`src/hdl/ebc_pkg.sv`:
```
// package for the external bus control block
package ebc_pkg;
  // access spaces
  typedef enum logic [1:0] {
    EBC_SP_PROG = 2'b00,
    EBC_SP_DATA = 2'b01,
    EBC_SP_IO = 2'b10,
    EBC_SP_GLOBAL = 2'b11
  } ebc_space_t;

  // bus cycle states
  typedef enum logic [2:0] {
    EBC_ST_IDLE = 3'b000,
    EBC_ST_ADDR = 3'b001,
    EBC_ST_WAIT = 3'b010,
    EBC_ST_DONE = 3'b011,
    EBC_ST_HOLD = 3'b100
  } ebc_state_t;

  localparam int EBC_AW = 16;
  localparam int EBC_DW = 16;
  localparam int EBC_AUX_N = 4;
  localparam logic EBC_FLAG_RST = 1'b0;
  localparam logic EBC_HOLD_MODE_RST = 1'b0;
  localparam logic [3:0] EBC_AUX_DIR_RST = 4'h0;
  localparam logic [3:0] EBC_AUX_VAL_RST = 4'h0;
endpackage

```
`src/hdl/ebc_bus_ctrl.sv`:
```
// external bus control strobes, hold, flag and aux pins
`timescale 1ns/1ps
module ebc_bus_ctrl #(
  parameter int AW = ebc_pkg::EBC_AW,
  parameter int DW = ebc_pkg::EBC_DW,
  parameter int AUX_N = ebc_pkg::EBC_AUX_N
) (
  // clock and reset
  input wire logic core_clk_i,
  input wire logic rst_n_i,
  // core access request
  input wire logic req_valid_i,
  output logic req_ready_o,
  input wire logic req_write_i,
  input wire ebc_pkg::ebc_space_t req_space_i,
  input wire logic [AW-1:0] req_addr_i,
  input wire logic [DW-1:0] req_wdata_i,
  output logic rsp_valid_o,
  output logic [DW-1:0] rsp_rdata_o,
  // core flag, branch, hold mode and aux control
  input wire logic flag_we_i,
  input wire logic flag_val_i,
  input wire logic branch_poll_i,
  output logic branch_take_o,
  input wire logic hold_mode_we_i,
  input wire logic hold_mode_val_i,
  output logic hold_mode_o,
  input wire logic aux_we_i,
  input wire logic [AUX_N-1:0] aux_dir_i,
  input wire logic [AUX_N-1:0] aux_val_i,
  output logic [AUX_N-1:0] aux_in_o,
  // pins in
  input wire logic ready_i,
  input wire logic float_all_n_i,
  input wire logic hold_req_n_i,
  input wire logic branch_condition_in_i,
  input wire logic [DW-1:0] data_i,
  input wire logic [AUX_N-1:0] aux_io_pins_i,
  // address and data pins out
  output logic [AW-1:0] addr_o,
  output logic addr_oe_o,
  output logic [DW-1:0] data_o,
  output logic data_oe_o,
  // control pins out
  output logic program_space_select_n_o,
  output logic data_space_select_n_o,
  output logic io_space_select_n_o,
  output logic bus_cycle_strobe_n_o,
  output logic read_dir_o,
  output logic read_strobe_n_o,
  output logic write_strobe_n_o,
  output logic global_bus_request_n_o,
  output logic hold_grant_n_o,
  output logic external_flag_out_o,
  output logic ctrl_oe_o,
  output logic mem_ctrl_oe_o,
  output logic [AUX_N-1:0] aux_io_pins_o,
  output logic [AUX_N-1:0] aux_io_pins_oe_o
);
  localparam int SW = 4 + AUX_N;

  typedef struct packed {
    ebc_pkg::ebc_state_t fsm;
    logic wr;
    ebc_pkg::ebc_space_t space;
    logic [AW-1:0] addr;
    logic [DW-1:0] wdata;
    logic [DW-1:0] rdata;
    logic rvalid;
    logic brtake;
    logic flag;
    logic hold_mode;
    logic [AUX_N-1:0] aux_dir;
    logic [AUX_N-1:0] aux_val;
  } ebc_st_t;

  ebc_st_t st;
  ebc_st_t next_st;
  logic [SW-1:0] sync_in;
  logic [SW-1:0] sync_out;
  logic ready_s;
  logic float_n_s;
  logic hold_n_s;
  logic bio_s;
  logic [AUX_N-1:0] aux_s;
  logic floating;
  logic in_cycle;
  logic in_idle;
  logic in_hold;
  logic hold_pend;
  logic wr_cyc;
  logic rd_cyc;

  // decode a space to one-hot selects: prog, data, io
  function automatic logic [2:0] space_sel(input ebc_pkg::ebc_space_t sp);
    case (sp)
      ebc_pkg::EBC_SP_PROG: space_sel = 3'b001;
      ebc_pkg::EBC_SP_DATA: space_sel = 3'b010;
      ebc_pkg::EBC_SP_GLOBAL: space_sel = 3'b010;
      ebc_pkg::EBC_SP_IO: space_sel = 3'b100;
      default: space_sel = 3'b000;
    endcase
  endfunction

  // global data space flag
  function automatic logic is_global(input ebc_pkg::ebc_space_t sp);
    is_global = (sp == ebc_pkg::EBC_SP_GLOBAL);
  endfunction

  // pin synchronisers
  assign sync_in = {ready_i, float_all_n_i, hold_req_n_i,
                    branch_condition_in_i, aux_io_pins_i};
  ebc_sync #(
    .W(SW)
  ) u_sync (
    .core_clk_i(core_clk_i),
    .rst_n_i(rst_n_i),
    .d_i(sync_in),
    .q_o(sync_out)
  );
  assign {ready_s, float_n_s, hold_n_s, bio_s, aux_s} = sync_out;

  always_comb begin
    next_st = st;
    next_st.rvalid = 1'b0;
    next_st.brtake = 1'b0;
    if (branch_poll_i) begin
      next_st.brtake = !bio_s;
    end
    if (flag_we_i) begin
      next_st.flag = flag_val_i;
    end
    if (hold_mode_we_i) begin
      next_st.hold_mode = hold_mode_val_i;
    end
    if (aux_we_i) begin
      next_st.aux_dir = aux_dir_i;
      next_st.aux_val = aux_val_i;
    end
    case (st.fsm)
      ebc_pkg::EBC_ST_IDLE: begin
        if (hold_pend) begin
          next_st.fsm = ebc_pkg::EBC_ST_HOLD;
        end else if (req_valid_i) begin
          next_st.fsm = ebc_pkg::EBC_ST_ADDR;
          next_st.wr = req_write_i;
          next_st.space = req_space_i;
          next_st.addr = req_addr_i;
          next_st.wdata = req_wdata_i;
        end
      end
      ebc_pkg::EBC_ST_ADDR: begin
        next_st.fsm = ebc_pkg::EBC_ST_WAIT;
      end
      ebc_pkg::EBC_ST_WAIT: begin
        if (ready_s) begin
          next_st.fsm = ebc_pkg::EBC_ST_DONE;
          // read word is stable under our own read strobe
          next_st.rdata = st.wr ? st.rdata : data_i;
          next_st.rvalid = 1'b1;
        end
      end
      ebc_pkg::EBC_ST_DONE: begin
        next_st.fsm = ebc_pkg::EBC_ST_IDLE;
      end
      ebc_pkg::EBC_ST_HOLD: begin
        if (hold_n_s) begin
          next_st.fsm = ebc_pkg::EBC_ST_IDLE;
        end
      end
      default: begin
        next_st.fsm = ebc_pkg::EBC_ST_IDLE;
      end
    endcase
  end

  always_ff @(posedge core_clk_i) begin
    if (!rst_n_i) begin
      st.fsm <= ebc_pkg::EBC_ST_IDLE;
      st.wr <= 1'b0;
      st.space <= ebc_pkg::EBC_SP_PROG;
      st.addr <= '0;
      st.wdata <= '0;
      st.rdata <= '0;
      st.rvalid <= 1'b0;
      st.brtake <= 1'b0;
      st.flag <= ebc_pkg::EBC_FLAG_RST;
      st.hold_mode <= ebc_pkg::EBC_HOLD_MODE_RST;
      st.aux_dir <= AUX_N'(ebc_pkg::EBC_AUX_DIR_RST);
      st.aux_val <= AUX_N'(ebc_pkg::EBC_AUX_VAL_RST);
    end else begin
      st <= next_st;
    end
  end

  assign floating = !float_n_s;
  assign in_cycle = (st.fsm == ebc_pkg::EBC_ST_WAIT);
  assign in_idle = (st.fsm == ebc_pkg::EBC_ST_IDLE);
  assign in_hold = (st.fsm == ebc_pkg::EBC_ST_HOLD);
  assign hold_pend = !hold_n_s && !st.hold_mode;
  assign wr_cyc = in_cycle && st.wr;
  assign rd_cyc = in_cycle && !st.wr;

  // core side
  assign req_ready_o = in_idle && !hold_pend;
  assign rsp_valid_o = st.rvalid;
  assign rsp_rdata_o = st.rdata;
  assign branch_take_o = st.brtake;
  assign hold_mode_o = st.hold_mode;
  assign aux_in_o = aux_s;

  // pins: address, data
  assign addr_o = st.addr;
  assign addr_oe_o = floating ? 1'b0 : !in_hold;
  assign data_o = st.wdata;
  assign data_oe_o = rst_n_i && !floating && wr_cyc;

  // pins: control
  always_comb begin
    logic [2:0] sel;
    sel = 3'b000;
    if (in_cycle && !is_global(st.space)) begin
      sel = space_sel(st.space);
    end
    program_space_select_n_o = !sel[0];
    data_space_select_n_o = !sel[1];
    io_space_select_n_o = !sel[2];
    bus_cycle_strobe_n_o = !in_cycle;
    read_dir_o = !wr_cyc;
    read_strobe_n_o = !rd_cyc;
    write_strobe_n_o = !wr_cyc;
    global_bus_request_n_o = !(in_cycle && is_global(st.space));
  end
  assign hold_grant_n_o = !in_hold;
  assign external_flag_out_o = st.flag;
  // grant, flag and request stay driven in hold
  assign ctrl_oe_o = !floating;
  // memory strobes, selects and direction float in hold
  assign mem_ctrl_oe_o = !floating && !in_hold;

  // aux pins
  for (genvar g = 0; g < AUX_N; g++) begin : g_aux
    assign aux_io_pins_o[g] = st.aux_val[g];
    assign aux_io_pins_oe_o[g] = !floating && st.aux_dir[g];
  end
endmodule

```
`src/hdl/ebc_sync.sv`:
```
// two flip-flop synchroniser for pin inputs
`timescale 1ns/1ps
module ebc_sync #(
  parameter int W = 1
) (
  // clock and reset
  input wire logic core_clk_i,
  input wire logic rst_n_i,
  // data
  input wire logic [W-1:0] d_i,
  output logic [W-1:0] q_o
);
  typedef struct packed {
    logic [W-1:0] s1;
    logic [W-1:0] s2;
  } ebc_sync_st_t;

  ebc_sync_st_t st;
  ebc_sync_st_t next_st;

  always_comb begin
    next_st = st;
    next_st.s1 = d_i;
    next_st.s2 = st.s1;
  end

  always_ff @(posedge core_clk_i) begin
    if (!rst_n_i) begin
      st <= '1;
    end else begin
      st <= next_st;
    end
  end

  assign q_o = st.s2;
endmodule

```
`config.mk`:
```
export PLATFORM = sky130hd
export DESIGN_NAME = ebc_bus_ctrl
export DESIGN_NICKNAME = d
export VERILOG_FILES = /design/src/hdl/ebc_pkg.sv /design/src/hdl/ebc_bus_ctrl.sv /design/src/hdl/ebc_sync.sv
export SDC_FILE = /design/constraint.sdc
export NUM_CORES = 1
export LEC_CHECK = 0
export BUFFER_PORTS_ARGS = -buffer_cell sky130_fd_sc_hd__buf_2
export CORE_MARGIN = 1
export CORE_UTILIZATION = 36
export CTS_BUF_LIST = sky130_fd_sc_hd__clkbuf_8
export DETAILED_ROUTE_END_ITERATION = 8
export HOLD_SLACK_MARGIN = 0.06
export SYNTH_ARGS = -nofsm -noshare
export SYNTH_HDL_FRONTEND = slang
export SYNTH_HIERARCHICAL = 1
export SYNTH_SLANG_ARGS = --single-unit
```
`constraint.sdc`:
```
create_clock -name core_clk_i -period 2.5 [get_ports core_clk_i]
set_input_delay 0.125 -clock core_clk_i [delete_from_list [all_inputs] [get_ports core_clk_i]]
set_output_delay 0.125 -clock core_clk_i [all_outputs]
set_load 0.1 [all_outputs]
```
==> qor.yml, run 1 <==
worst_setup_path:
  crit_fanout: 7
  reg2reg_slack_ns: 0.66
  crit_type: "reg -> out"
  rr_endpoint: "rsp_rdata_o[12]"
  crit_chain: "nor3b_4 -> inv_2 -> or3_2 -> buf_2"
  critPathLaunchType: "flip-flop"
  required_ns: 2.38
  cp_slowest_cell: "dfxtp_1"
  r2r_start: "st[64]"
  cp-end-kind: "primary output"
  cp.arrival_ns: 2.05
  rr_worst_depth: 5
  slowest_delay_ns: 0.50
cts:
  clkSinkCount: 82
  insertion_delay_ns: 0.35
  cts_buffer_depth: 2
  htree_num_levels: 3
  cts_buffers: 9
  clkSlewWorstSetupHoldPaths_ns: 0.10
  clockRootBuffer: "clkbuf_8"
  cts_tree: "done"
  ctsResizeCount: 0
grt:
  top_usage_layer: "met2"
  grt_pass1_wl_microns: 12590
  use_met3_pct: 5.964
  grt_pass1_vias: 2784
  grt-ovfl-total: 0
  grt_start_max_net_pins: 73
  grt_usage_pct: 15.69
  antenna_found_initial: 0
  grt_use_met2_pct: 26.84
  grtUsageMet1_pct: 17.96
placement:
  port_buffers: 153
  hpwl_microns: 5010
  gp_routability_congestion: 0.7309
power:
  p_leak_nw: 2.312
  p_sw_mw: 1.626
  powerDensity_nw_per_um2: 763.4
  internal_power_mw: 2.151
  clockPowerShare_pct: 25.2
  peakVddDrop_uv: 322.5
  comb_power_share_pct: 35.6
  p_sw_share_pct: 43.05
  fin_total_pwr_mw: 3.777
  p_seq_share_pct: 39.2
synthesis:
  syn_nets: 457
  avgSynthCellArea_sq_um: 9.277
  ys_ff_latch: 82
  ys_seq_area_share_pct: 46.44
  yosysWarningCount: 6
  yosys_most_used_dff: "dfxtp_1"
  syn_area_sq_um: 3535
  synth.distinct_cells: 28
  async_reset_ff_share_pct: 0
  synth_edf_count: 0
  synth_cells: 381
drt:
  vias: 2850
  ant_nets: 0
  drt_iter0_drc: 37
  drt_first_pass_iters: 3
  drc: 0
  viasPerCell: 4.191
  totalWireLength_microns: 7773
  avgRoutedWirePerCell_microns: 11.43
cells_and_area:
  area_growth_pct: 39.96
  drive_gt1_share_pct: 33.21
  diodes: 0
  finalNetCount: 622
  fillers: 893
floorplanning:
  rows: 35
  fp.dieW_microns: 101.1
  fp.dieH_microns: 101.1
  die_area_sq_um: 10220
  core_sq_um: 9371
  ios: 154
  start_util_pct: 37.72
timing:
  slew_viol_final: 0
  slew_headroom_pct: 57.07
  max_freq_ghz: 0.4588
  worst_pin_slew_ns: 0.6439
  fin_crit_sh_pct: 87.18
  skew_ns: 0.009390
  finalHoldViolCount: 0
  final.min_clock_period_ns: 2.180
  finalSetupViolations: 0
  tns_ns: 0
  rsz0062_at_grt: "false"
hold_path:
  timing.hold.worst_path_depth: 3
  hp-class: "in -> reg"
  hold_start: "aux_we_i"
  hold_end: "st[6]"
run:
  max_cap_viol_count: 0
run_status:
  outcome: "finished, final reports clean"
[final cells by class]
| type | instances | area [sq um] | share of cell area (%) |
|---|---|---|---|
| Sequential cell | 82 | 1642 | 33.18 |
| Inverter | 2 | 7.507 | 0.1517 |
| Tap cell | 129 | 161.4 | 3.263 |
| Clock inverter | 7 | 73.82 | 1.492 |
| Clock buffer | 9 | 123.9 | 2.504 |
| Multi-Input combinational cell | 222 | 1408 | 28.45 |
| Timing Repair Buffer | 229 | 1531 | 30.96 |
[repair_timing]
action | CTS | global route
hold buffers | 72 | 0
setup buffers | 0 | 0
endpoints found under the hold margin | 70 | 0
[critical path, delay by kind of cell, from the launching register on]
family,cells,cell delay (ns)
and+or+nand+nor,2,0.79
DFF,1,0.50
buffers and inverters,2,0.41
[cells in the final DEF (no fill, tap or decap), types with 2 or more instances in the layout]
cell           count
buf_2            152
dfxtp_1           82
a21oi_1            2
mux2i_1           61
dlygate4sd3_1     72
nor3b_4            2
buf_4              4
nand2b_1          12
and2_1             4
clkbuf_8           9
inv_6              4
inv_8              2
nand2_1          107
nor2b_1           10
or2b_1             6
nand3b_1           2
nor2_1             5
[state kept, by name, summed over array words and instances, names as in the netlist]
signal               flops
addr_o                  16
u_sync/q_o               8
rsp_rdata_o             16
st                      10
external_flag_out_o      1
u_sync/next_st           8
data_o                  16
rsp_valid_o              1
branch_take_o            1
aux_io_pins_o            4
hold_mode_o              1
[synthesized netlist by cell type (2+ instances only)]
cell type / n / area, sq um
a21oi_1: 2 / 10.01
and2_1: 5 / 31.28
buf_2: 5 / 25.02
buf_4: 54 / 405.4
clkbuf_1: 13 / 48.80
dfxtp_1: 82 / 1642
mux2i_1: 61 / 610.6
nand2_1: 107 / 401.6
nand2b_1: 12 / 75.07
nand3b_1: 2 / 15.01
nor2_1: 6 / 22.52
nor2b_1: 10 / 62.56
nor4_1: 2 / 12.51
or2b_1: 6 / 45.04
[through the flow]
| step | instances | setup WS, ns | area, sq um | utilization, % | hold slack, ns |
|---|---|---|---|---|---|
| after floorplan | 381 | 0.1392 | 3558 | - | 0.1980 |
| after global placement | 592 | 0.7559 | 4029 | 42.99 | 0.3048 |
| after detailed placement | 592 | 0.6977 | 4029 | 42.99 | 0.3063 |
| after CTS | 680 | 0.2977 | 4947 | 52.79 | 0.1990 |
| after global routing | 680 | 0.1982 | 4947 | 52.79 | 0.2022 |
| final | 680 | 0.3205 | 4947 | 52.79 | 0.2141 |
[how the worst max path moves through the flow]
stage | start | to | slack [ns] | depth (start not counted)
after floorplan | st[63] | mem_ctrl_oe_o | 0.14 | 4
after global placement | st[64] | program_space_select_n_o | 0.76 | 4
after detailed placement | st[64] | program_space_select_n_o | 0.70 | 4
after CTS | st[64] | program_space_select_n_o | 0.30 | 4
after global routing | st[64] | program_space_select_n_o | 0.20 | 4
final | st[64] | program_space_select_n_o | 0.32 | 4
[power by group through the flow]
stage / Sequential (mW) / Combinational, mW / Clock [mW]
2_1_floorplan: 1.54 / 1.12 / 0
3_3_place_gp: 1.50 / 1.25 / 0
3_5_place_dp: 1.51 / 1.26 / 0
4_1_cts: 1.48 / 1.35 / 0.992
5_1_grt: 1.50 / 1.40 / 1.05
6_report: 1.48 / 1.34 / 0.953
[logic make-up (layout without fill, tap and decap cells)]
group | count (synthesis) | count (layout) | synth area share, %
simple gates | 157 | 157 | 20.67
flops | 82 | 82 | 46.44
buf+inv | 77 | 247 | 14.76
mux | 61 | 61 | 17.27
compound gates | 3 | 3 | 0.6018
xor+xnor | 1 | 1 | 0.2478
[metal layers]
layer	share of wire [%]	routed length, microns
met4	0.84	65
met5	0	0
met2	48	3739
met3	7.1	548
met1	44	3420
(Power assumes the default switching activity.)
==> run 2, diff against run 1 <==
--- a/config.mk
+++ b/config.mk
@@ -6,11 +6,12 @@
 export NUM_CORES = 1
 export LEC_CHECK = 0
 export BUFFER_PORTS_ARGS = -buffer_cell sky130_fd_sc_hd__buf_2
-export CORE_MARGIN = 1
+export CORE_ASPECT_RATIO = 2
 export CORE_UTILIZATION = 36
 export CTS_BUF_LIST = sky130_fd_sc_hd__clkbuf_8
 export DETAILED_ROUTE_END_ITERATION = 8
 export HOLD_SLACK_MARGIN = 0.06
+export PLACE_DENSITY = 0.66
 export SYNTH_ARGS = -nofsm -noshare
 export SYNTH_HDL_FRONTEND = slang
 export SYNTH_HIERARCHICAL = 1
==> constraint.sdc (replaced) <==
create_clock -name core_clk_i -period 1.75 [get_ports core_clk_i]
set_input_delay 0.0875 -clock core_clk_i [delete_from_list [all_inputs] [get_ports core_clk_i]]
set_output_delay 0.0875 -clock core_clk_i [all_outputs]
set_load 0.1 [all_outputs]
==> run 2 against run 1 <==
Effect of this change:
- sequential share of layout area down 0.44 points
- sequential power rose by 43%
- final cell count increased by 0.59%
- first-iteration DRC count rose to 3.6 times the previous value
- via count grew 5.3%
- global-route usage is 0.47 points higher
- highest routed layer unchanged
==> qor.yml, run 2 (synthesis results as in run 1) <==
run_status:
  outcome: "finished, final reports clean"
timing:
  fin_hold_ws_ns: 0.08665  # -0.1275 ns
  rsz0062_at_grt: "false"
  finalSetupViolations: 0  # unchanged
  finalHoldViolCount: 0  # unchanged
  worst_pin_slew_ns: 0.5150  # -0.1290 ns
  skew_ns: 0.008622  # -0.0007688 ns
  final.min_clock_period_ns: 1.673
  slew_headroom_pct: 65.90  # +8.8 points
  slew_viol_final: 0  # unchanged
  max_freq_ghz: 0.5977
  fin_crit_sh_pct: 95.61
  tns_ns: 0  # unchanged
floorplanning:
  fp.dieW_microns: 72.07  # -29%
  start_util_pct: 37.42  # -0.30 points
  ios: 154  # unchanged
  core_sq_um: 9447  # +0.80%
  fp.dieH_microns: 142.1  # +41%
  rows: 50  # +43%
  die_area_sq_um: 10240  # +0.23%
worst_setup_path:
  crit_fanout: 4  # -3
  critPathLaunchType: "flip-flop"
  cp.arrival_ns: 1.59  # -0.46 ns
  cp-end-kind: "primary output"
  required_ns: 1.66  # -0.72 ns
  crit_type: "reg -> out"
grt:
  grt_usage_pct: 16.16  # +0.47 points
  grt_pass1_vias: 3005  # +7.9%
  grt_pass1_wl_microns: 12950  # +2.9%
  antenna_found_initial: 0  # unchanged
  grt-ovfl-total: 0  # unchanged
  grt_start_max_net_pins: 76  # +4.1%
cells_and_area:
  most-common-layout-cells: "buf_2, nand2_1, dfxtp_1"
  diodes: 0  # unchanged
  final_common_cell: "buf_2"
  area_growth_pct: 42.73
  drive_gt1_share_pct: 34.84  # +1.6 points
  finalNetCount: 625  # +0.48%
power:
  p_leak_nw: 2.345  # +1.4%
  powerDensity_nw_per_um2: 1065  # +39%
  peakVddDrop_uv: 462.3  # +43%
  fin_total_pwr_mw: 5.371  # +42%
cts:
  clkSlewWorstSetupHoldPaths_ns: 0.09  # about the same
  cts_buffer_depth: 2  # unchanged
  cts_buffers: 9  # unchanged
  postCtsSetupRepairBufs: 0  # unchanged
  htree_num_levels: 3  # unchanged
  cts_tree: "done"
  clockRootBuffer: "clkbuf_8"
  insertion_delay_ns: 0.35  # about the same
  clkSinkCount: 82  # unchanged
drt:
  avgRoutedWirePerCell_microns: 12.22  # +6.9%
  vias: 3001  # +5.3%
  totalWireLength_microns: 8358  # +7.5%
  drc: 0  # unchanged
  drt_iter0_drc: 133  # +260%
  drt_first_pass_iters: 4  # +1
  viasPerCell: 4.387  # +4.7%
  ant_nets: 0  # unchanged
placement:
  hpwl_microns: 5449  # +8.8%
  port_buffers: 153  # unchanged
  gp_routability_congestion: 0.8087  # +11%
hold_path:
  hp-class: "in -> reg"
run:
  max_cap_viol_count: 0  # unchanged
-- run 2: report_power, final --
group          internal, mW  switching (mW)  total, mW
clock network         0.566           0.723       1.29
registers              2.02          0.0904       2.11
logic                 0.517            1.45       1.97
-- run 2: metrics by stage --
stage          cells  setup slack [ns]  util (%)  instance area (sq um)
4_1_cts          684           0.02102     53.30                   5035
3_5_place_dp     596            0.2629     43.51                   4110
6_report         684           0.07686     53.40                   5045
5_1_grt          684          0.001140     53.40                   5045
2_1_floorplan    381           -0.1411         -                   3576
3_3_place_gp     596            0.3264     43.51                   4110
-- run 2: routing by layer --
layer  GRT usage (%)  vias to the layer above  wire, microns
li1                -                     1494              -
met1           14.42                     1377           2990
met2           31.14                      104           4682
met3           3.329                       26            335
met4           10.63                        0            350
met5               0                        -              0
-- run 2: path summary, 6_finish.rpt --
path	depth (start not counted)	end	slack [ns]	startpoint
setup / recovery	3	req_ready_o	0.08	hold_mode_o
hold / removal	2	u_sync/next_st[4]	0.09	rst_n_i
setup reg to reg	4	addr_o[14]	0.33	hold_mode_o
hold reg to reg	1	branch_take_o	0.40	u_sync/q_o[4]
-- run 2: area by class of cell --
type / count / area (sq um)
multi-input combinational: 222 / 1420
clock inverter: 6 / 48.80
clock buffer: 10 / 137.6
inverter: 2 / 7.507
tap: 130 / 162.7
sequential: 82 / 1652
fill: 840 / 4402
timing repair buffer: 232 / 1617
-- run 2: critical path: stages (launching register included) --
cell     delay (ns)
dfxtp_4        0.38
nor2_1         0.09
nor4_4         0.29
buf_2          0.48
-- run 2: what timing repair did --
| item | CTS | global route |
|---|---|---|
| hold endpoints to repair | 70 | 0 |
| gates resized for setup | 8 | 3 |
| setup endpoints to repair | 9 | 2 |
| hold buffers | 72 | 0 |
==> run 3, diff against run 2 <==
--- a/config.mk
+++ b/config.mk
@@ -5,13 +5,14 @@
 export SDC_FILE = /design/constraint.sdc
 export NUM_CORES = 1
 export LEC_CHECK = 0
+export ABC_AREA = 1
 export BUFFER_PORTS_ARGS = -buffer_cell sky130_fd_sc_hd__buf_2
 export CORE_ASPECT_RATIO = 2
 export CORE_UTILIZATION = 36
 export CTS_BUF_LIST = sky130_fd_sc_hd__clkbuf_8
 export DETAILED_ROUTE_END_ITERATION = 8
 export HOLD_SLACK_MARGIN = 0.06
-export PLACE_DENSITY = 0.66
+export PLACE_DENSITY = 0.65
 export SYNTH_ARGS = -nofsm -noshare
 export SYNTH_HDL_FRONTEND = slang
 export SYNTH_HIERARCHICAL = 1
==> run 3 against run 2 <==
Effect of this change:
- power grew 21%
- setup slack gained 0.022 ns
- global-route usage is 2.7 points higher
- register-to-register slack about the same
- non-clock buffer count down 15
- first-iteration DRC count up 23%
- sequential power up 6%
- hold slack got worse by 0.016 ns
- via count rose by 17%
==> qor.yml, run 3 <==
worst_setup_path:
  critPathTopFamily: "buffers and inverters"
  crit_chain: "nor2_4 -> nand3_4 -> inv_1 -> buf_2"
  path_buf_inv: 2  # +1
  reg2reg_slack_ns: 0.32  # about the same
  cp-end-kind: "primary output"
  rr_endpoint: "rsp_rdata_o[4]"
  crit_fanout: 5  # +1
  required_ns: 1.66  # about the same
  rr_worst_depth: 6  # +2
  cp_slowest_cell: "buf_2"
  cp.arrival_ns: 1.56  # -0.03 ns
  crit_type: "reg -> out"
  r2r_start: "st[63]"
  slowest_delay_ns: 0.42  # -0.06 ns
  critPathLaunchType: "flip-flop"
cts:
  clkSlewWorstSetupHoldPaths_ns: 0.09  # about the same
  cts_tree: "done"
  cts_buffers: 9  # unchanged
  cts_buffer_depth: 2  # unchanged
  clockRootBuffer: "clkbuf_8"
  htree_num_levels: 3  # unchanged
  insertion_delay_ns: 0.35  # about the same
  clkSinkCount: 82  # unchanged
floorplanning:
  core_sq_um: 10020  # +6.1%
  fp.dieH_microns: 145.2  # +2.2%
  rows: 52  # +4.0%
  fp.dieW_microns: 73.60  # +2.1%
  ios: 154  # unchanged
  start_util_pct: 36.84  # -0.58 points
  die_area_sq_um: 10690  # +4.3%
drt:
  totalWireLength_microns: 9407  # +13%
  ant_nets: 0  # unchanged
  drt_first_pass_iters: 4  # unchanged
  vias: 3509  # +17%
  viasPerCell: 4.436  # +1.1%
  drc: 0  # unchanged
  drt_iter0_drc: 164  # +23%
  avgRoutedWirePerCell_microns: 11.89  # -2.7%
synthesis:
  yosysMostFrequentCell: "nor2_1"
  syn_nets: 575  # +26%
  synth_top_area_share_pct: 44.47  # -2.0 points
  yosys-top-cells-area: "dfxtp_1, buf_4, nor2_1"
  yosysTopAreaCell: "dfxtp_1"
  ys_seq_area_share_pct: 44.47  # -2.0 points
  synth.distinct_cells: 24  # -14%
  async_reset_ff_share_pct: 0  # unchanged
  yosys_most_used_dff: "dfxtp_1"
  yosysWarningCount: 6  # unchanged
  synth_edf_count: 0  # unchanged
  synth_common_cells: "nor2_1, dfxtp_1, inv_1, nand2_1, buf_4"
  syn_area_sq_um: 3691  # +4.4%
  ys_ff_latch: 82  # unchanged
  synth_cells: 499  # +31%
  avgSynthCellArea_sq_um: 7.397  # -20%
power:
  clockPowerShare_pct: 21.7  # -2.3 points
  p_leak_nw: 2.738  # +17%
  internal_power_mw: 3.395  # +9.4%
  comb_power_share_pct: 44.0  # +7.3 points
  p_sw_mw: 3.088  # +36%
  p_seq_share_pct: 34.3  # -5.0 points
  p_sw_share_pct: 47.63  # +5.4 points
  peakVddDrop_uv: 607.7  # +31%
  powerDensity_nw_per_um2: 1279  # +20%
hold_path:
  hp-class: "in -> reg"
  timing.hold.worst_path_depth: 5  # +3
  hold_start: "req_wdata_i[2]"
  hold_end: "data_o[2]"
cells_and_area:
  final_common_cell: "buf_2"
  fin_cells: 791  # +16%
  utilization_pct: 50.57  # -2.8 points
  finalNetCount: 727  # +16%
  area_growth_pct: 37.29
  drive_gt1_share_pct: 30.34  # -4.5 points
  most-common-layout-cells: "buf_2, nor2_1, dfxtp_1"
  diodes: 0  # unchanged
grt:
  grt_pass1_vias: 3526  # +17%
  grt_usage_pct: 18.85  # +2.7 points
  antenna_found_initial: 0  # unchanged
  grt_pass1_wl_microns: 15480  # +19%
  grt_start_max_net_pins: 37  # -51%
  grt-ovfl-total: 0  # unchanged
timing:
  fin_crit_sh_pct: 94.37  # -1.2 points
  max_freq_ghz: 0.6055  # +1.3%
  tns_ns: 0  # unchanged
  worst_pin_slew_ns: 0.4943  # -0.02067 ns
  finalSetupViolations: 0  # unchanged
  final.min_clock_period_ns: 1.651  # -0.02169 ns
  skew_ns: 0.007818  # -0.0008036 ns
  rsz0062_at_grt: "false"
  slew_viol_final: 0  # unchanged
  finalHoldViolCount: 0  # unchanged
  slew_headroom_pct: 67.05  # +1.1 points
placement:
  port_buffers: 153  # unchanged
  hpwl_microns: 6206  # +14%
  gp_routability_congestion: 0.7555  # -6.6%
  dp_cells: 719  # +21%
run:
  max_cap_viol_count: 0  # unchanged
run_status:
  outcome: "finished, final reports clean"
run 3: area by class of cell:
class / count / area (sq um)
Clock inverter: 6 / 66.31
Timing Repair Buffer: 217 / 1534
Tap cell: 135 / 168.9
Inverter: 70 / 265.3
Sequential cell: 82 / 1649
Clock buffer: 10 / 137.6
Fill cell: 1018 / 4952
Multi-Input combinational cell: 271 / 1246
run 3: power by group through the flow:
| stage | registers [mW] | clock network, mW | logic [mW] |
|---|---|---|---|
| finish | 2.23 | 1.40 | 2.85 |
| global route | 2.25 | 1.55 | 3.01 |
| CTS | 2.22 | 1.47 | 2.86 |
| detailed placement | 2.26 | 0 | 2.76 |
| global placement | 2.26 | 0 | 2.73 |
| floorplan | 2.31 | 0 | 2.48 |
run 3: per-layer routing:
metal / routed length, microns / share of wire (%) / global-route usage (%)
met1: 3539 / 38 / 18.73
met2: 4988 / 53 / 34.27
met3: 543 / 5.8 / 4.931
met4: 336 / 3.6 / 9.519
met5: 0 / 0 / 0
run 3: how the worst max path moves through the flow:
stage,startpoint,endpoint,slack (ns),cells after the start
3_5_place_dp,st[64],rsp_rdata_o[4],0.29,5
2_1_floorplan,st[65],data_oe_o,-0.22,5
3_3_place_gp,st[64],st[62],0.34,5
4_1_cts,st[63],data_oe_o,0.04,6
6_report,st[64],req_ready_o,0.1,4
5_1_grt,st[64],req_ready_o,0.01,4
run 3: worst reg2reg max path: cells and delay by family (launching register included):
family | cells | cell delay [ns]
simple gates | 3 | 0.53
flops | 1 | 0.36
buf+inv | 2 | 0.33
compound gates | 1 | 0.15
run 3: timing repair:
action	4_1_cts	5_1_grt
gates resized for setup	2	2
hold buffers	56	0
pin swaps	0	0
buffers inserted	0	0
hold endpoints to repair	55	0
setup endpoints to repair	1	1
run 3: cell families after synthesis:
family | Yosys count | share of synthesized area (%)
AOI/OAI and AO/OA | 30 | 4.068
buffers and inverters | 146 | 22.58
DFF | 82 | 44.47
and+or+nand+nor | 241 | 28.88
run 3: stage by stage:
step | hold WS (ns) | instance area, sq um | setup slack [ns] | power, mW
after floorplan | 0.1723 | 3730 | -0.2207 | 4.793
after global placement | 0.2575 | 4298 | 0.3367 | 4.987
after detailed placement | 0.2626 | 4298 | 0.2899 | 5.025
after CTS | 0.06274 | 5064 | 0.04358 | 6.556
after global routing | 0.06271 | 5067 | 0.01458 | 6.815
final | 0.07054 | 5067 | 0.09855 | 6.483
